**src/verilog/scp_regs.vh**
```
// constants for the serial card port decode and rate select block
// assumes a 32-bit apb slave at 100 mhz, word-aligned registers
`ifndef SCP_REGS_VH
`define SCP_REGS_VH
// ----------------------------------------
// register byte offsets
// ----------------------------------------
`define SCP_OFF_BASE 12'h000
`define SCP_OFF_ROUTE 12'h004
`define SCP_OFF_RATE_A 12'h008
`define SCP_OFF_RATE_B 12'h00c
`define SCP_OFF_STATUS 12'h010
// ----------------------------------------
// field positions and reset values
// ----------------------------------------
`define SCP_ROUTE_A_MODEM 0
`define SCP_ROUTE_B_MODEM 1
`define SCP_ROUTE_B_LOOP 2
`define SCP_BASE_RESET 6'h2c
`define SCP_RATE_RESET 10'h200
`define SCP_ROUTE_RESET 3'h2
`endif

```
**src/verilog/scp_chan_route.v**
```verilog
// one channel's connector pin routing and rate code
// assumes one-hot rate select and synchronous pin inputs
module scp_chan_route (
   input wire pclk, // clock
   input wire presetn, // async reset, active low
   input wire modem, // 1 = modem routing
   input wire [9:0] rate_select, // one-hot rate select
   input wire txd, // controller transmit data
   input wire rts, // controller request to send
   input wire dtr, // controller terminal ready
   input wire pin2_in, // pin 2 level in
   input wire pin3_in, // pin 3 level in
   input wire pin4_in, // pin 4 level in
   input wire pin5_in, // pin 5 level in
   input wire pin6_in, // pin 6 level in
   input wire pin7_in, // pin 7 level in
   output reg [7:2] pin_out, // pins 2..7 drive value
   output reg [7:2] pin_oe, // pins 2..7 drive enable
   output reg rxd, // to controller
   output reg cts, // to controller
   output reg dcd, // to controller
   output reg [3:0] rate_code, // 1..10, 0 when select invalid
   output reg rate_err // not exactly one select active
);
   reg [3:0] next_code;
   reg [3:0] cnt;
   integer i;
   // ----------------------------------------
   // rate decode
   // ----------------------------------------
   // one-hot decode
   always @* begin
      next_code = 4'h0;
      cnt = 4'h0;
      for (i = 0; i < 10; i = i + 1) begin
         if (rate_select[i]) begin
            next_code = i[3:0] + 4'h1;
            cnt = cnt + 4'h1;
         end
      end
      if (cnt != 4'h1) next_code = 4'h0;
   end
   // ----------------------------------------
   // routing
   // ----------------------------------------
   always @(posedge pclk or negedge presetn) begin
      if (!presetn) begin
         pin_out <= 6'h00;
         pin_oe <= 6'h00;
         rxd <= 1'b1;
         cts <= 1'b0;
         dcd <= 1'b0;
         rate_code <= 4'h0;
         rate_err <= 1'b0;
      end else begin
         rate_code <= next_code;
         rate_err <= (cnt != 4'h1);
         // pairs swapped in modem routing
         // modem: drive 3 txd, 5 rts, 7 dtr; read 2, 4, 6
         if (modem) begin
            pin_out <= {dtr, 1'b0, rts, 1'b0, txd, 1'b0};
            pin_oe <= 6'b101010;
            rxd <= pin2_in;
            cts <= pin4_in;
            dcd <= pin6_in;
         end else begin
            // terminal: drive 2 txd, 4 rts, 6 dtr; read 3, 5, 7
            pin_out <= {1'b0, dtr, 1'b0, rts, 1'b0, txd};
            pin_oe <= 6'b010101;
            rxd <= pin3_in;
            cts <= pin5_in;
            dcd <= pin7_in;
         end
      end
   end
endmodule

```
**src/verilog/scp_port_decode.v**
```verilog
// host port decode, channel routing and rate select for a two-channel serial card
// assumes host i/o strobes and address are synchronous to pclk, apb master for setup
// Functional notes
// - the card answers a block of four ports based on address bits 7..2
// - claim only when address bits 7..2 equal the six match-setting levels
// - a closed match position reads 0, an open one reads 1
// - factory match setting places the card at ports b0h to b3h
// - address bit 1 picks channel, bit 0 picks data or control
// - each channel has its own rate out of ten fixed rates
// - ten one-hot inputs per channel pick the rate in ascending order
// - channel a routes terminal or modem; b adds current loop
// - modem routing swaps each pin pair and reverses its direction
// - channel b picks voltage or current loop apart from its routing
// - channel a defaults to terminal routing
// - channel b defaults to modem routing with voltage signalling
//
// The APB interface to the registers and the register offsets are this design's own decisions.
`include "scp_regs.vh"
module scp_port_decode (
   input wire pclk, // clock, 100 mhz
   input wire presetn, // async reset, active low
   input wire [11:0] paddr, // apb address
   input wire psel, // apb select
   input wire penable, // apb enable
   input wire pwrite, // apb direction
   input wire [31:0] pwdata, // apb write data
   output reg [31:0] prdata, // apb read data
   output reg pready, // apb ready
   output reg pslverr, // apb error
   input wire [7:0] host_addr, // host i/o address
   input wire host_iorq_n, // host i/o request, active low
   input wire host_mreq_n, // host memory request, active low
   input wire host_rd_n, // host read, active low
   input wire host_wr_n, // host write, active low
   output reg ctl_cs_n, // controller select, active low
   output reg ctl_chan_b, // 1 = channel b
   output reg ctl_ctrl, // 1 = control word, 0 = data
   input wire [9:0] chan_a_rate_select, // channel a one-hot rate
   input wire [9:0] chan_b_rate_select, // channel b one-hot rate
   input wire a_txd, // controller a transmit data
   input wire a_rts, // controller a rts
   input wire a_dtr, // controller a dtr
   input wire b_txd, // controller b transmit data
   input wire b_rts, // controller b rts
   input wire b_dtr, // controller b dtr
   input wire [7:2] a_pin_in, // channel a pins 2..7 in
   input wire [7:2] b_pin_in, // channel b pins 2..7 in
   output reg [7:2] a_pin_out, // channel a pins 2..7 out
   output reg [7:2] a_pin_oe, // channel a pins 2..7 enable
   output reg [7:2] b_pin_out, // channel b pins 2..7 out
   output reg [7:2] b_pin_oe, // channel b pins 2..7 enable
   output reg a_rxd, // to controller a
   output reg a_cts, // to controller a
   output reg a_dcd, // to controller a
   output reg b_rxd, // to controller b
   output reg b_cts, // to controller b
   output reg b_dcd, // to controller b
   output reg [3:0] a_rate_code, // channel a rate index 1..10, 0 when select invalid
   output reg [3:0] b_rate_code // channel b rate index 1..10, 0 when select invalid
);
   // ----------------------------------------
   // configuration registers
   // ----------------------------------------
   // match levels: bit set = open position = logic 1
   reg [5:0] port_base_match_setting;
   reg [2:0] route;
   reg hit_seen;
   wire [5:0] ra_out, ra_oe, rb_out, rb_oe;
   wire ra_rxd, ra_cts, ra_dcd, rb_rxd, rb_cts, rb_dcd;
   wire [3:0] ra_code, rb_code;
   wire ra_err, rb_err;
   wire b_loop = route[`SCP_ROUTE_B_LOOP];
   wire apb_wr = psel & penable & pwrite;
   wire apb_rd = psel & penable & ~pwrite;
   wire known = (paddr == `SCP_OFF_BASE) | (paddr == `SCP_OFF_ROUTE) |
      (paddr == `SCP_OFF_RATE_A) | (paddr == `SCP_OFF_RATE_B) |
      (paddr == `SCP_OFF_STATUS);
   // upper six bits compared, low two free
   // gated by i/o request, blocked by memory request
   wire io_cycle = ~host_iorq_n & host_mreq_n & (~host_rd_n | ~host_wr_n);
   // bit for bit match against setting levels
   wire hit = io_cycle & (host_addr[7:2] == port_base_match_setting);

   always @(posedge pclk or negedge presetn) begin
      if (!presetn) begin
         // closed = 0, open = 1; default b0h block
         port_base_match_setting <= `SCP_BASE_RESET;
         // a terminal; b modem, voltage signalling
         route <= `SCP_ROUTE_RESET;
         pready <= 1'b0;
         pslverr <= 1'b0;
         prdata <= 32'h00000000;
         hit_seen <= 1'b0;
      end else begin
         pready <= psel & ~penable;
         pslverr <= psel & ~penable & ~(paddr == `SCP_OFF_BASE | paddr == `SCP_OFF_ROUTE |
            paddr == `SCP_OFF_RATE_A | paddr == `SCP_OFF_RATE_B | paddr == `SCP_OFF_STATUS);
         if (apb_wr & pready & known) begin
            if (paddr == `SCP_OFF_BASE) port_base_match_setting <= pwdata[5:0];
            // only channel b holds a loop bit; loop apart from routing
            if (paddr == `SCP_OFF_ROUTE) route <= pwdata[2:0];
         end
         // sticky claim flag, cleared by reading status; a new claim wins
         if (hit) hit_seen <= 1'b1;
         else if (apb_rd & pready & paddr == `SCP_OFF_STATUS) hit_seen <= 1'b0;
         if (psel & ~penable & ~pwrite) begin
            case (paddr)
               `SCP_OFF_BASE: prdata <= {26'h0, port_base_match_setting};
               `SCP_OFF_ROUTE: prdata <= {29'h0, route};
               `SCP_OFF_RATE_A: prdata <= {28'h0, ra_code};
               `SCP_OFF_RATE_B: prdata <= {28'h0, rb_code};
               `SCP_OFF_STATUS: prdata <= {29'h0, hit_seen, rb_err, ra_err};
               default: prdata <= 32'h00000000;
            endcase
         end
      end
   end

   // ----------------------------------------
   // host decode
   // ----------------------------------------
   always @(posedge pclk or negedge presetn) begin
      if (!presetn) begin
         ctl_cs_n <= 1'b1;
         ctl_chan_b <= 1'b0;
         ctl_ctrl <= 1'b0;
      end else begin
         ctl_cs_n <= ~hit;
         // bit 1 channel, bit 0 control
         ctl_chan_b <= host_addr[1];
         ctl_ctrl <= host_addr[0];
      end
   end

   // ----------------------------------------
   // channels
   // ----------------------------------------
   // independent rate per channel
   scp_chan_route u_a (
      .pclk(pclk), .presetn(presetn), .modem(route[`SCP_ROUTE_A_MODEM]),
      .rate_select(chan_a_rate_select), .txd(a_txd), .rts(a_rts), .dtr(a_dtr),
      .pin2_in(a_pin_in[2]), .pin3_in(a_pin_in[3]), .pin4_in(a_pin_in[4]),
      .pin5_in(a_pin_in[5]), .pin6_in(a_pin_in[6]), .pin7_in(a_pin_in[7]),
      .pin_out(ra_out), .pin_oe(ra_oe), .rxd(ra_rxd), .cts(ra_cts), .dcd(ra_dcd),
      .rate_code(ra_code), .rate_err(ra_err));
   scp_chan_route u_b (
      .pclk(pclk), .presetn(presetn), .modem(route[`SCP_ROUTE_B_MODEM]),
      .rate_select(chan_b_rate_select), .txd(b_txd), .rts(b_rts), .dtr(b_dtr),
      .pin2_in(b_pin_in[2]), .pin3_in(b_pin_in[3]), .pin4_in(b_pin_in[4]),
      .pin5_in(b_pin_in[5]), .pin6_in(b_pin_in[6]), .pin7_in(b_pin_in[7]),
      .pin_out(rb_out), .pin_oe(rb_oe), .rxd(rb_rxd), .cts(rb_cts), .dcd(rb_dcd),
      .rate_code(rb_code), .rate_err(rb_err));

   // outputs registered once more so all come from flops
   always @(posedge pclk or negedge presetn) begin
      if (!presetn) begin
         a_pin_out <= 6'h00;
         a_pin_oe <= 6'h00;
         b_pin_out <= 6'h00;
         b_pin_oe <= 6'h00;
         a_rxd <= 1'b1;
         a_cts <= 1'b0;
         a_dcd <= 1'b0;
         b_rxd <= 1'b1;
         b_cts <= 1'b0;
         b_dcd <= 1'b0;
         a_rate_code <= 4'h0;
         b_rate_code <= 4'h0;
      end else begin
         a_pin_out <= ra_out;
         a_pin_oe <= ra_oe;
         a_rxd <= ra_rxd;
         a_cts <= ra_cts;
         a_dcd <= ra_dcd;
         a_rate_code <= ra_code;
         b_rate_code <= rb_code;
         // current loop: pin 2 tx, pin 4 rx, pin 6 dtr, returns passive
         if (b_loop) begin
            b_pin_out <= {1'b0, b_dtr, 1'b0, 1'b0, 1'b0, b_txd};
            b_pin_oe <= 6'b010001;
            b_rxd <= b_pin_in[4];
            b_cts <= 1'b0;
            b_dcd <= 1'b0;
         end else begin
            b_pin_out <= rb_out;
            b_pin_oe <= rb_oe;
            b_rxd <= rb_rxd;
            b_cts <= rb_cts;
            b_dcd <= rb_dcd;
         end
      end
   end
endmodule

```
**config.mk**
```make
export PLATFORM = sky130hd
export DESIGN_NAME = scp_port_decode
export DESIGN_NICKNAME = d
export VERILOG_FILES = /design/src/verilog/scp_chan_route.v /design/src/verilog/scp_port_decode.v
export VERILOG_INCLUDE_DIRS = /design/src /design/src/verilog
export SDC_FILE = /design/constraint.sdc
export NUM_CORES = 1
export LEC_CHECK = 0
export ABC_AREA = 0
export CAP_MARGIN = 15
export CORE_MARGIN = 3
export CORE_UTILIZATION = 55
export DETAILED_ROUTE_END_ITERATION = 12
export DONT_BUFFER_PORTS = 1
export PLACE_DENSITY = 0.79
export SYNTH_ARGS = -nofsm -noshare
export SYNTH_HDL_FRONTEND = slang
export SYNTH_SLANG_ARGS = --single-unit
```
**constraint.sdc**
```tcl
create_clock -name pclk -period 1.65 [get_ports pclk]
set_input_delay 0.165 -clock pclk [delete_from_list [all_inputs] [get_ports pclk]]
set_output_delay 0.165 -clock pclk [all_outputs]
set_load 0.005 [all_outputs]
```
==> Flow_metrics.wiki, run 1 <==
{| class="wikitable"
! Metric !! Value
|-
| Total gr overflow || 0
|-
| Area growth from synthesis to layout || 35.2%
|-
| Worst Skew || 10.6 ps
|-
| Kind of capture point of the worst setup path || flip-flop
|-
| Vias post-DR || 3,989
|-
| Final period demand of the worst path || 4290 ps
|-
| Avg Synthesized Cell Area || 10.4 um^2
|-
| Crit path DAT || 4540 ps
|-
| Detailed Route Iter0 Violations || 204
|-
| Via density per instance || 5.68
|-
| Global-route wire length before repair || 19,600 um
|-
| Number of nets with antenna violations after routing || 0
|-
| Vias in the first global route || 4,077
|-
| Number of max-slew violations in the final report || 0
|-
| Most frequent cell on the critical path || ha_4
|-
| Number of nets at the end of the flow || 711
|-
| Met2 wire length || 7010 um
|-
| Sequential-to-total area share from yosys stat || 42.9%
|-
| Min setup slack post-route || -2640 ps
|-
| Root Buffer || clkbuf_8
|-
| Die height || 101 um
|-
| Simple-gate portion of the synthesized area || 17.6%
|-
| Total number of clock tree sinks || 84
|-
| CP Launch Type || input port
|-
| Count of input and output buffers || 0
|-
| Slew HR || 55.8%
|-
| Leading cell type in the layout, fill and taps excluded || buf_4
|-
| Mapped cell area || 4920 um^2
|-
| Die outline width || 101 um
|-
| RSZ-0062 raised after global routing || true
|-
| Synth Area in Adders || 5.08%
|-
| DP HPWL || 7970 um
|-
| Top-area cell type share of the netlist area || 38.1%
|-
| Maximum clock insertion buffer count || 2
|-
| Remaining DRCs || 0
|-
| Fraction of layout cells with a size suffix above 1 || 38.9%
|-
| Routability-driven placement congestion ratio || 0.859
|-
| Leakage power || 0.00301 uW
|-
| Filler Cell Count || 469
|-
| Initial Utilization || 58.2%
|-
| Count of flip-flops with a built-in enable after synthesis || 0
|-
| CTS Buf Count || 9
|-
| Count of TritonRoute iterations in the first routing pass || 5
|-
| Maximum number of pins on one net before global-route repair || 85
|-
| Failing checks || negative hold slack, negative setup slack
|-
| Antenna Cells || 0
|-
| Post-layout utilization of the core || 78.7%
|-
| Total core area || 8460 um^2
|-
| Number of synthesized register bits || 84
|-
| Async set-or-reset flop fraction in the synthesized netlist || 100%
|-
| Combinational family with the most area after synthesis || simple AND/OR/NAND/NOR gates
|-
| Worst Path Max Fanout || 4
|-
| Dominant register cell in the synthesized netlist || dfrtp_1
|-
| Cell taking the most area after synthesis || dfrtp_1
|-
| Uppermost signal routing layer after detailed routing || met4
|-
| Wire per inst || 18.9 um
|-
| Met1 wire length || 4860 um
|-
| Total negative slack for setup checks || -25,790 ps
|-
| Delay contributed by the slowest stage of the critical path || 320 ps
|-
| Worst slack at placement || -3170 ps
|-
| Fraction of the cycle the final worst path needs || 260%
|-
| Endpoints failing setup || 10
|-
| Boundary Pins || 174
|-
| Critical path data required time || 1890 ps
|-
| Transition time of the tightest slew-check pin || 655 ps
|-
| Die footprint || 10,100 um^2
|-
| Post-synthesis compound-gate area fraction || 8.34%
|-
| Count of H-tree levels built during CTS || 3
|-
| Power density of the placed cells || 1130 nW/um^2
|-
| Final number of hold-violating endpoints || 84
|-
| Sum of met3 wire segment lengths after detailed routing || 913 um
|-
| GRT Util Overall || 24.5%
|-
| YS warnings || 0
|-
| Number of rows in the core area || 33
|-
| Maximum operating frequency || 0.233 GHz
|-
| Share of the synthesized netlist area taken by xor and xnor gates || 11.1%
|-
| Category of the most critical setup path || in2reg
|-
| Slowest stage cell on the critical path || ha_1
|-
| Gate Count Post-Synth || 473
|-
| Clock slew seen by the registers of the worst setup and hold paths || 100 ps
|-
| Top cells by area in the synthesized netlist || dfrtp_1 (38%), buf_4 (5.2%), ha_1 (5.1%), mux2_2 (5.0%), dfstp_2 (4.8%)
|-
| Most frequent cells in the layout || buf_4 (100), dfrtp_1 (75), nor2_1 (38)
|-
| Clock insertion delay at the later pin of the skew report || 350 ps
|-
| Worst vdd ir || 0.000709 V
|-
| Final wirelength || 13,300 um
|-
| Synth cell types || 63
|-
| Share of cell area taken by muxes after synthesis || 6.56%
|-
| Antenna violations before repair || 0
|-
| Result of the run || finished with violations
|-
| Max capacitance violation total || 0
|-
| Worst hold slack across all endpoints || -508 ps
|-
| Hold Path Class || in2async
|-
| Clock tree from TritonCTS || yes
|}
registers in the layout, summed over array words and instances (netlist names), 2 cells and up:
signal / flops
prdata: 6
u_a.rate_code: 4
u_b.rate_code: 4
u_a.pin_oe: 2
b_pin_oe: 3
a_rate_code: 4
route: 3
a_pin_out: 6
u_b.pin_out: 6
b_rate_code: 4
port_base_match_setting: 6
a_pin_oe: 2
u_a.pin_out: 6
u_b.pin_oe: 2
b_pin_out: 6
critical path: cells and delay by family:
family / cells / cell delay, ps
xor+xnor: 1 / 120
mux: 1 / 140
buf+inv: 4 / 370
simple gates: 11 / 1020
fa+ha+maj: 8 / 2120
compound gates: 7 / 600
what timing repair did:
| action | in CTS | in global routing |
|---|---|---|
| pin swaps | 28 | 26 |
| buffers inserted | 36 | 7 |
| resized for setup | 21 | 43 |
| endpoints found under the hold margin | 121 | 85 |
| hold buffers | 31 | 1 |
| setup endpoints to repair | 10 | 10 |
path summary, 6_finish.rpt:
path	slack [ps]	start	end	cells past startpoint
min in group pclk	20	pwrite	hit_seen	4
min	-510	presetn	b_pin_out[6]	0
max reg2reg	70	route[0]	u_a.dcd	3
max	-2640	chan_a_rate_select[1]	u_a.rate_code[0]	32
max in group asynchronous	1950	presetn	route[1]	0
min reg2reg	350	u_a.pin_out[6]	a_pin_out[6]	0
where the power goes:
part           internal (uW)  total, uW  switching, uW
Clock                    620       1400            783
Sequential              2220       2320            103
Combinational           2120       3780           1670
Total                   4950       7500           2550
logic make-up after synthesis:
| group | count (synthesis) |
|---|---|
| AO/OA/AOI/OAI | 58 |
| XOR/XNOR | 39 |
| adder cells (fa/ha/maj) | 20 |
| buffers and inverters | 73 |
| flip-flops | 84 |
| multiplexers | 27 |
| other | 1 |
| AND/OR/NAND/NOR | 171 |
cells in the mapped netlist, drive strengths merged, types with 4 or more instances:
cell and n:
nand3 5, inv 20, nand3b 5, o21ai 13, ha 20, nand4 6
xor2 8, nor3 15, nor2 47, a21oi 11, nor4 5, mux2 22
o31a 4, o31ai 6, and2 13, clkbuf 10, dfstp 9, buf 43
dfrtp 75, xnor2 20, xnor3 7, xor3 4, nand2 39, nor2b 17
routing by layer:
metal	vias to the layer above	global-route usage, %
met3	48	6.51
met4	0	9.22
li1	1808	-
met1	1957	28.2
met2	176	43.4
met5	-	0
per-stage QoR:
stage	area, um^2	power [uW]	cells
after floorplan	5220	4190	498
after CTS	6360	6770	697
final	6660	7500	702
after detailed placement	5500	4970	614
after global placement	5500	4870	614
after global routing	6660	7930	702
final cells by class:
type	instances	area [um^2]	share of cell area, %
Multi-Input combinational cell	341	2990	44.9
Sequential cell	84	2110	31.7
Tap cell	105	131	1.97
Timing Repair Buffer	136	1120	16.8
Clock inverter	6	53.8	0.808
Clock buffer	10	138	2.07
Inverter	20	115	1.73
No activity file was read; power rests on OpenSTA's default activity.
==> inputs of run 2 (changes only) <==
--- a/config.mk
+++ b/config.mk
@@ -8,11 +8,12 @@
 export LEC_CHECK = 0
 export ABC_AREA = 0
 export CAP_MARGIN = 15
+export CORE_ASPECT_RATIO = 1.1
 export CORE_MARGIN = 3
 export CORE_UTILIZATION = 55
 export DETAILED_ROUTE_END_ITERATION = 12
 export DONT_BUFFER_PORTS = 1
-export PLACE_DENSITY = 0.79
+export PLACE_DENSITY = 0.74
 export SYNTH_ARGS = -nofsm -noshare
 export SYNTH_HDL_FRONTEND = slang
 export SYNTH_SLANG_ARGS = --single-unit
==> run 2 against run 1 <==
  * The flow still finishes with violations (negative hold slack, negative setup slack)
  * Sequential share of layout area up 0.49 points
  * Sequential power about the same
  * Register-to-register slack better by 30 ps
  * Critical path type unchanged
  * Critical endpoint is now u_b.rate_code[1]
==> Flow_metrics.wiki, run 2 (same netlist as run 1, synthesis figures left out) <==
{| class="wikitable"
! Metric !! Value
|-
| Via density per instance || 5.43 (was 5.68)
|-
| Number of buffers and inverters on the critical path || 2 (was 4)
|-
| Hold Path Class || in2async (unchanged)
|-
| Result of the run || finished with violations (unchanged)
|-
| Worst Path Max Fanout || 4 (unchanged)
|-
| Non-filler instance count after layout || 706 (was 702)
|-
| Vias post-DR || 3,831 (was 3,989)
|-
| Final number of hold-violating endpoints || 84 (unchanged)
|-
| Total number of clock tree sinks || 84 (unchanged)
|-
| Number of nets at the end of the flow || 709 (was 711)
|-
| Number of rows in the core area || 35 (was 33)
|-
| Number of max-slew violations in the final report || 0 (unchanged)
|-
| Clock insertion delay at the later pin of the skew report || 350 ps (about the same)
|-
| Die height || 105 um (was 101 um)
|-
| Antenna Cells || 0 (unchanged)
|-
| Maximum number of pins on one net before global-route repair || 85 (unchanged)
|-
| Critical path data required time || 1900 ps (was 1890 ps)
|-
| Routability-driven placement congestion ratio || 0.804 (was 0.859)
|-
| Vias in the first global route || 3,980 (was 4,077)
|-
| Crit path DAT || 4570 ps (was 4540 ps)
|-
| Area growth from synthesis to layout || 33.2% (was 35.2%)
|-
| Remaining DRCs || 0 (unchanged)
|-
| Initial Utilization || 57.7% (was 58.2%)
|-
| Total gr overflow || 0 (unchanged)
|-
| Total negative slack for setup checks || -26,090 ps (was -25,790 ps)
|-
| Maximum operating frequency || 0.232 GHz (was 0.233 GHz)
|-
| Fraction of layout cells with a size suffix above 1 || 37.8% (was 38.9%)
|-
| Storage element area || 2110 um^2 (unchanged)
|-
| Worst setup startpoint || chan_b_rate_select[0] (was chan_a_rate_select[1])
|-
| Area taken by multi-input logic gates || 2900 um^2 (was 2990 um^2)
|-
| Wire per inst || 17.7 um (was 18.9 um)
|-
| CP Launch Type || input port (unchanged)
|-
| Worst reg-to-reg path cell count || 3 (unchanged)
|-
| Leakage power || 0.00299 uW (was 0.00301 uW)
|-
| CP Depth || 26 (was 32)
|-
| Root Buffer || clkbuf_8 (unchanged)
|-
| Most frequent cells in the layout || buf_4 (101), dfrtp_1 (75), nor2_1 (38) (was buf_4 (100), dfrtp_1 (75), nor2_1 (38))
|-
| Max capacitance violation total || 0 (unchanged)
|-
| Total core area || 8540 um^2 (was 8460 um^2)
|-
| Kind of capture point of the worst setup path || flip-flop (unchanged)
|-
| Final wirelength || 12,500 um (was 13,300 um)
|-
| Count of H-tree levels built during CTS || 3 (unchanged)
|-
| R2R Setup Slk || 100 ps (was 70 ps)
|-
| Slowest stage cell on the critical path || mux2_4 (was ha_1)
|-
| Slew HR || 49.4% (was 55.8%)
|-
| Number of nets with antenna violations after routing || 0 (unchanged)
|-
| Antenna violations before repair || 0 (unchanged)
|-
| Count of placed standard cells including taps || 621 (was 614)
|-
| Count of TritonRoute iterations in the first routing pass || 4 (was 5)
|-
| Global-route wire length before repair || 19,200 um (was 19,600 um)
|-
| Worst Skew || 15.6 ps (was 10.6 ps)
|-
| Min setup slack post-route || -2660 ps (was -2640 ps)
|-
| Start of the worst register-to-register path || route[0] (unchanged)
|-
| Worst vdd ir || 0.000897 V (was 0.000709 V)
|-
| Clock tree from TritonCTS || yes (unchanged)
|-
| Delay contributed by the slowest stage of the critical path || 290 ps (was 320 ps)
|-
| Die outline width || 96.2 um (was 101 um)
|-
| DP HPWL || 8090 um (was 7970 um)
|-
| Leading cell type in the layout, fill and taps excluded || buf_4 (unchanged)
|-
| CTS Buf Count || 9 (unchanged)
|-
| Filler Cell Count || 528 (was 469)
|-
| Clock slew seen by the registers of the worst setup and hold paths || 100 ps (about the same)
|-
| Maximum clock insertion buffer count || 2 (unchanged)
|-
| Transition time of the tightest slew-check pin || 749 ps (was 655 ps)
|-
| Endpoints failing setup || 10 (unchanged)
|-
| Most frequent cell on the critical path || ha_4 (unchanged)
|-
| Failing checks || negative hold slack, negative setup slack (unchanged)
|-
| Boundary Pins || 174 (unchanged)
|-
| Category of the most critical setup path || in2reg (unchanged)
|-
| GRT Util Overall || 24.3% (was 24.5%)
|-
| Final period demand of the worst path || 4310 ps (was 4290 ps)
|-
| Die footprint || 10,100 um^2 (about the same)
|-
| Detailed Route Iter0 Violations || 253 (was 204)
|-
| Top cell family by delay on the critical path || adder cells (unchanged)
|-
| Capturing element of the worst setup path || u_b.rate_code[1] (was u_a.rate_code[0])
|-
| Count of input and output buffers || 0 (unchanged)
|-
| Worst slack at placement || -3140 ps (was -3170 ps)
|-
| R2R Path End || u_a.cts (was u_a.dcd)
|-
| Fraction of the cycle the final worst path needs || 261% (was 260%)
|-
| Worst hold slack across all endpoints || -503 ps (was -508 ps)
|-
| Power density of the placed cells || 1090 nW/um^2 (was 1130 nW/um^2)
|-
| RSZ-0062 raised after global routing || true (unchanged)
|}
==> run 2: where the power goes <==
group | switching (uW) | total (uW) | internal (uW)
Clock | 766 | 1390 | 620
Combinational | 1500 | 3450 | 1950
Sequential | 98.4 | 2310 | 2220
Total | 2360 | 7150 | 4790
==> run 2: worst min path at each step <==
stage	startpoint	to	slack, ps	cells past startpoint
2_1_floorplan	presetn	a_cts	-130	0
3_3_place_gp	presetn	ctl_ctrl	-130	0
3_5_place_dp	presetn	ctl_ctrl	-130	0
4_1_cts	presetn	u_b.cts	-520	0
5_1_grt	presetn	ctl_ctrl	-530	0
6_report	presetn	ctl_ctrl	-500	0
==> run 2: layout make-up <==
type,count,share of cell area (%)
clock buffers,10,2.10
repair buffers,134,16.6
flip-flops and latches,84,32.2
well taps,111,2.12
inverters,20,1.83
clock inverters,6,0.820
multi-input cells,341,44.3
==> run 2: routing by layer <==
| layer | vias to the layer above | GRT usage [%] | wire length, um |
|---|---|---|---|
| li1 | 1807 | - | - |
| met1 | 1860 | 27.3 | 4640 |
| met2 | 132 | 42.7 | 6640 |
| met3 | 32 | 7.28 | 910 |
| met4 | 0 | 8.54 | 312 |
| met5 | - | 0 | 0 |
==> run 2: what timing repair did <==
item	4_1_cts	5_1_grt
resized for setup	26	25
endpoints found under the hold margin	123	85
setup buffers	36	4
hold buffers	31	1
pin swaps	39	39
endpoints found under the setup margin	10	10
==> run 2: worst register-to-register path, delay by kind of cell, from the launching register on <==
family                 cells  cell delay (ps)
flip-flops                 1              350
buffers and inverters      2              740
multiplexers               1              350
==> run 2: metrics by stage <==
stage                     cell area, um^2  total power [uW]  util, %
after global placement               5510              4880     64.6
after detailed placement             5510              4990     64.6
after global routing                 6560              7620     76.8
after floorplan                      5220              4190        -
after CTS                            6390              6790     74.9
final                                6560              7150     76.8
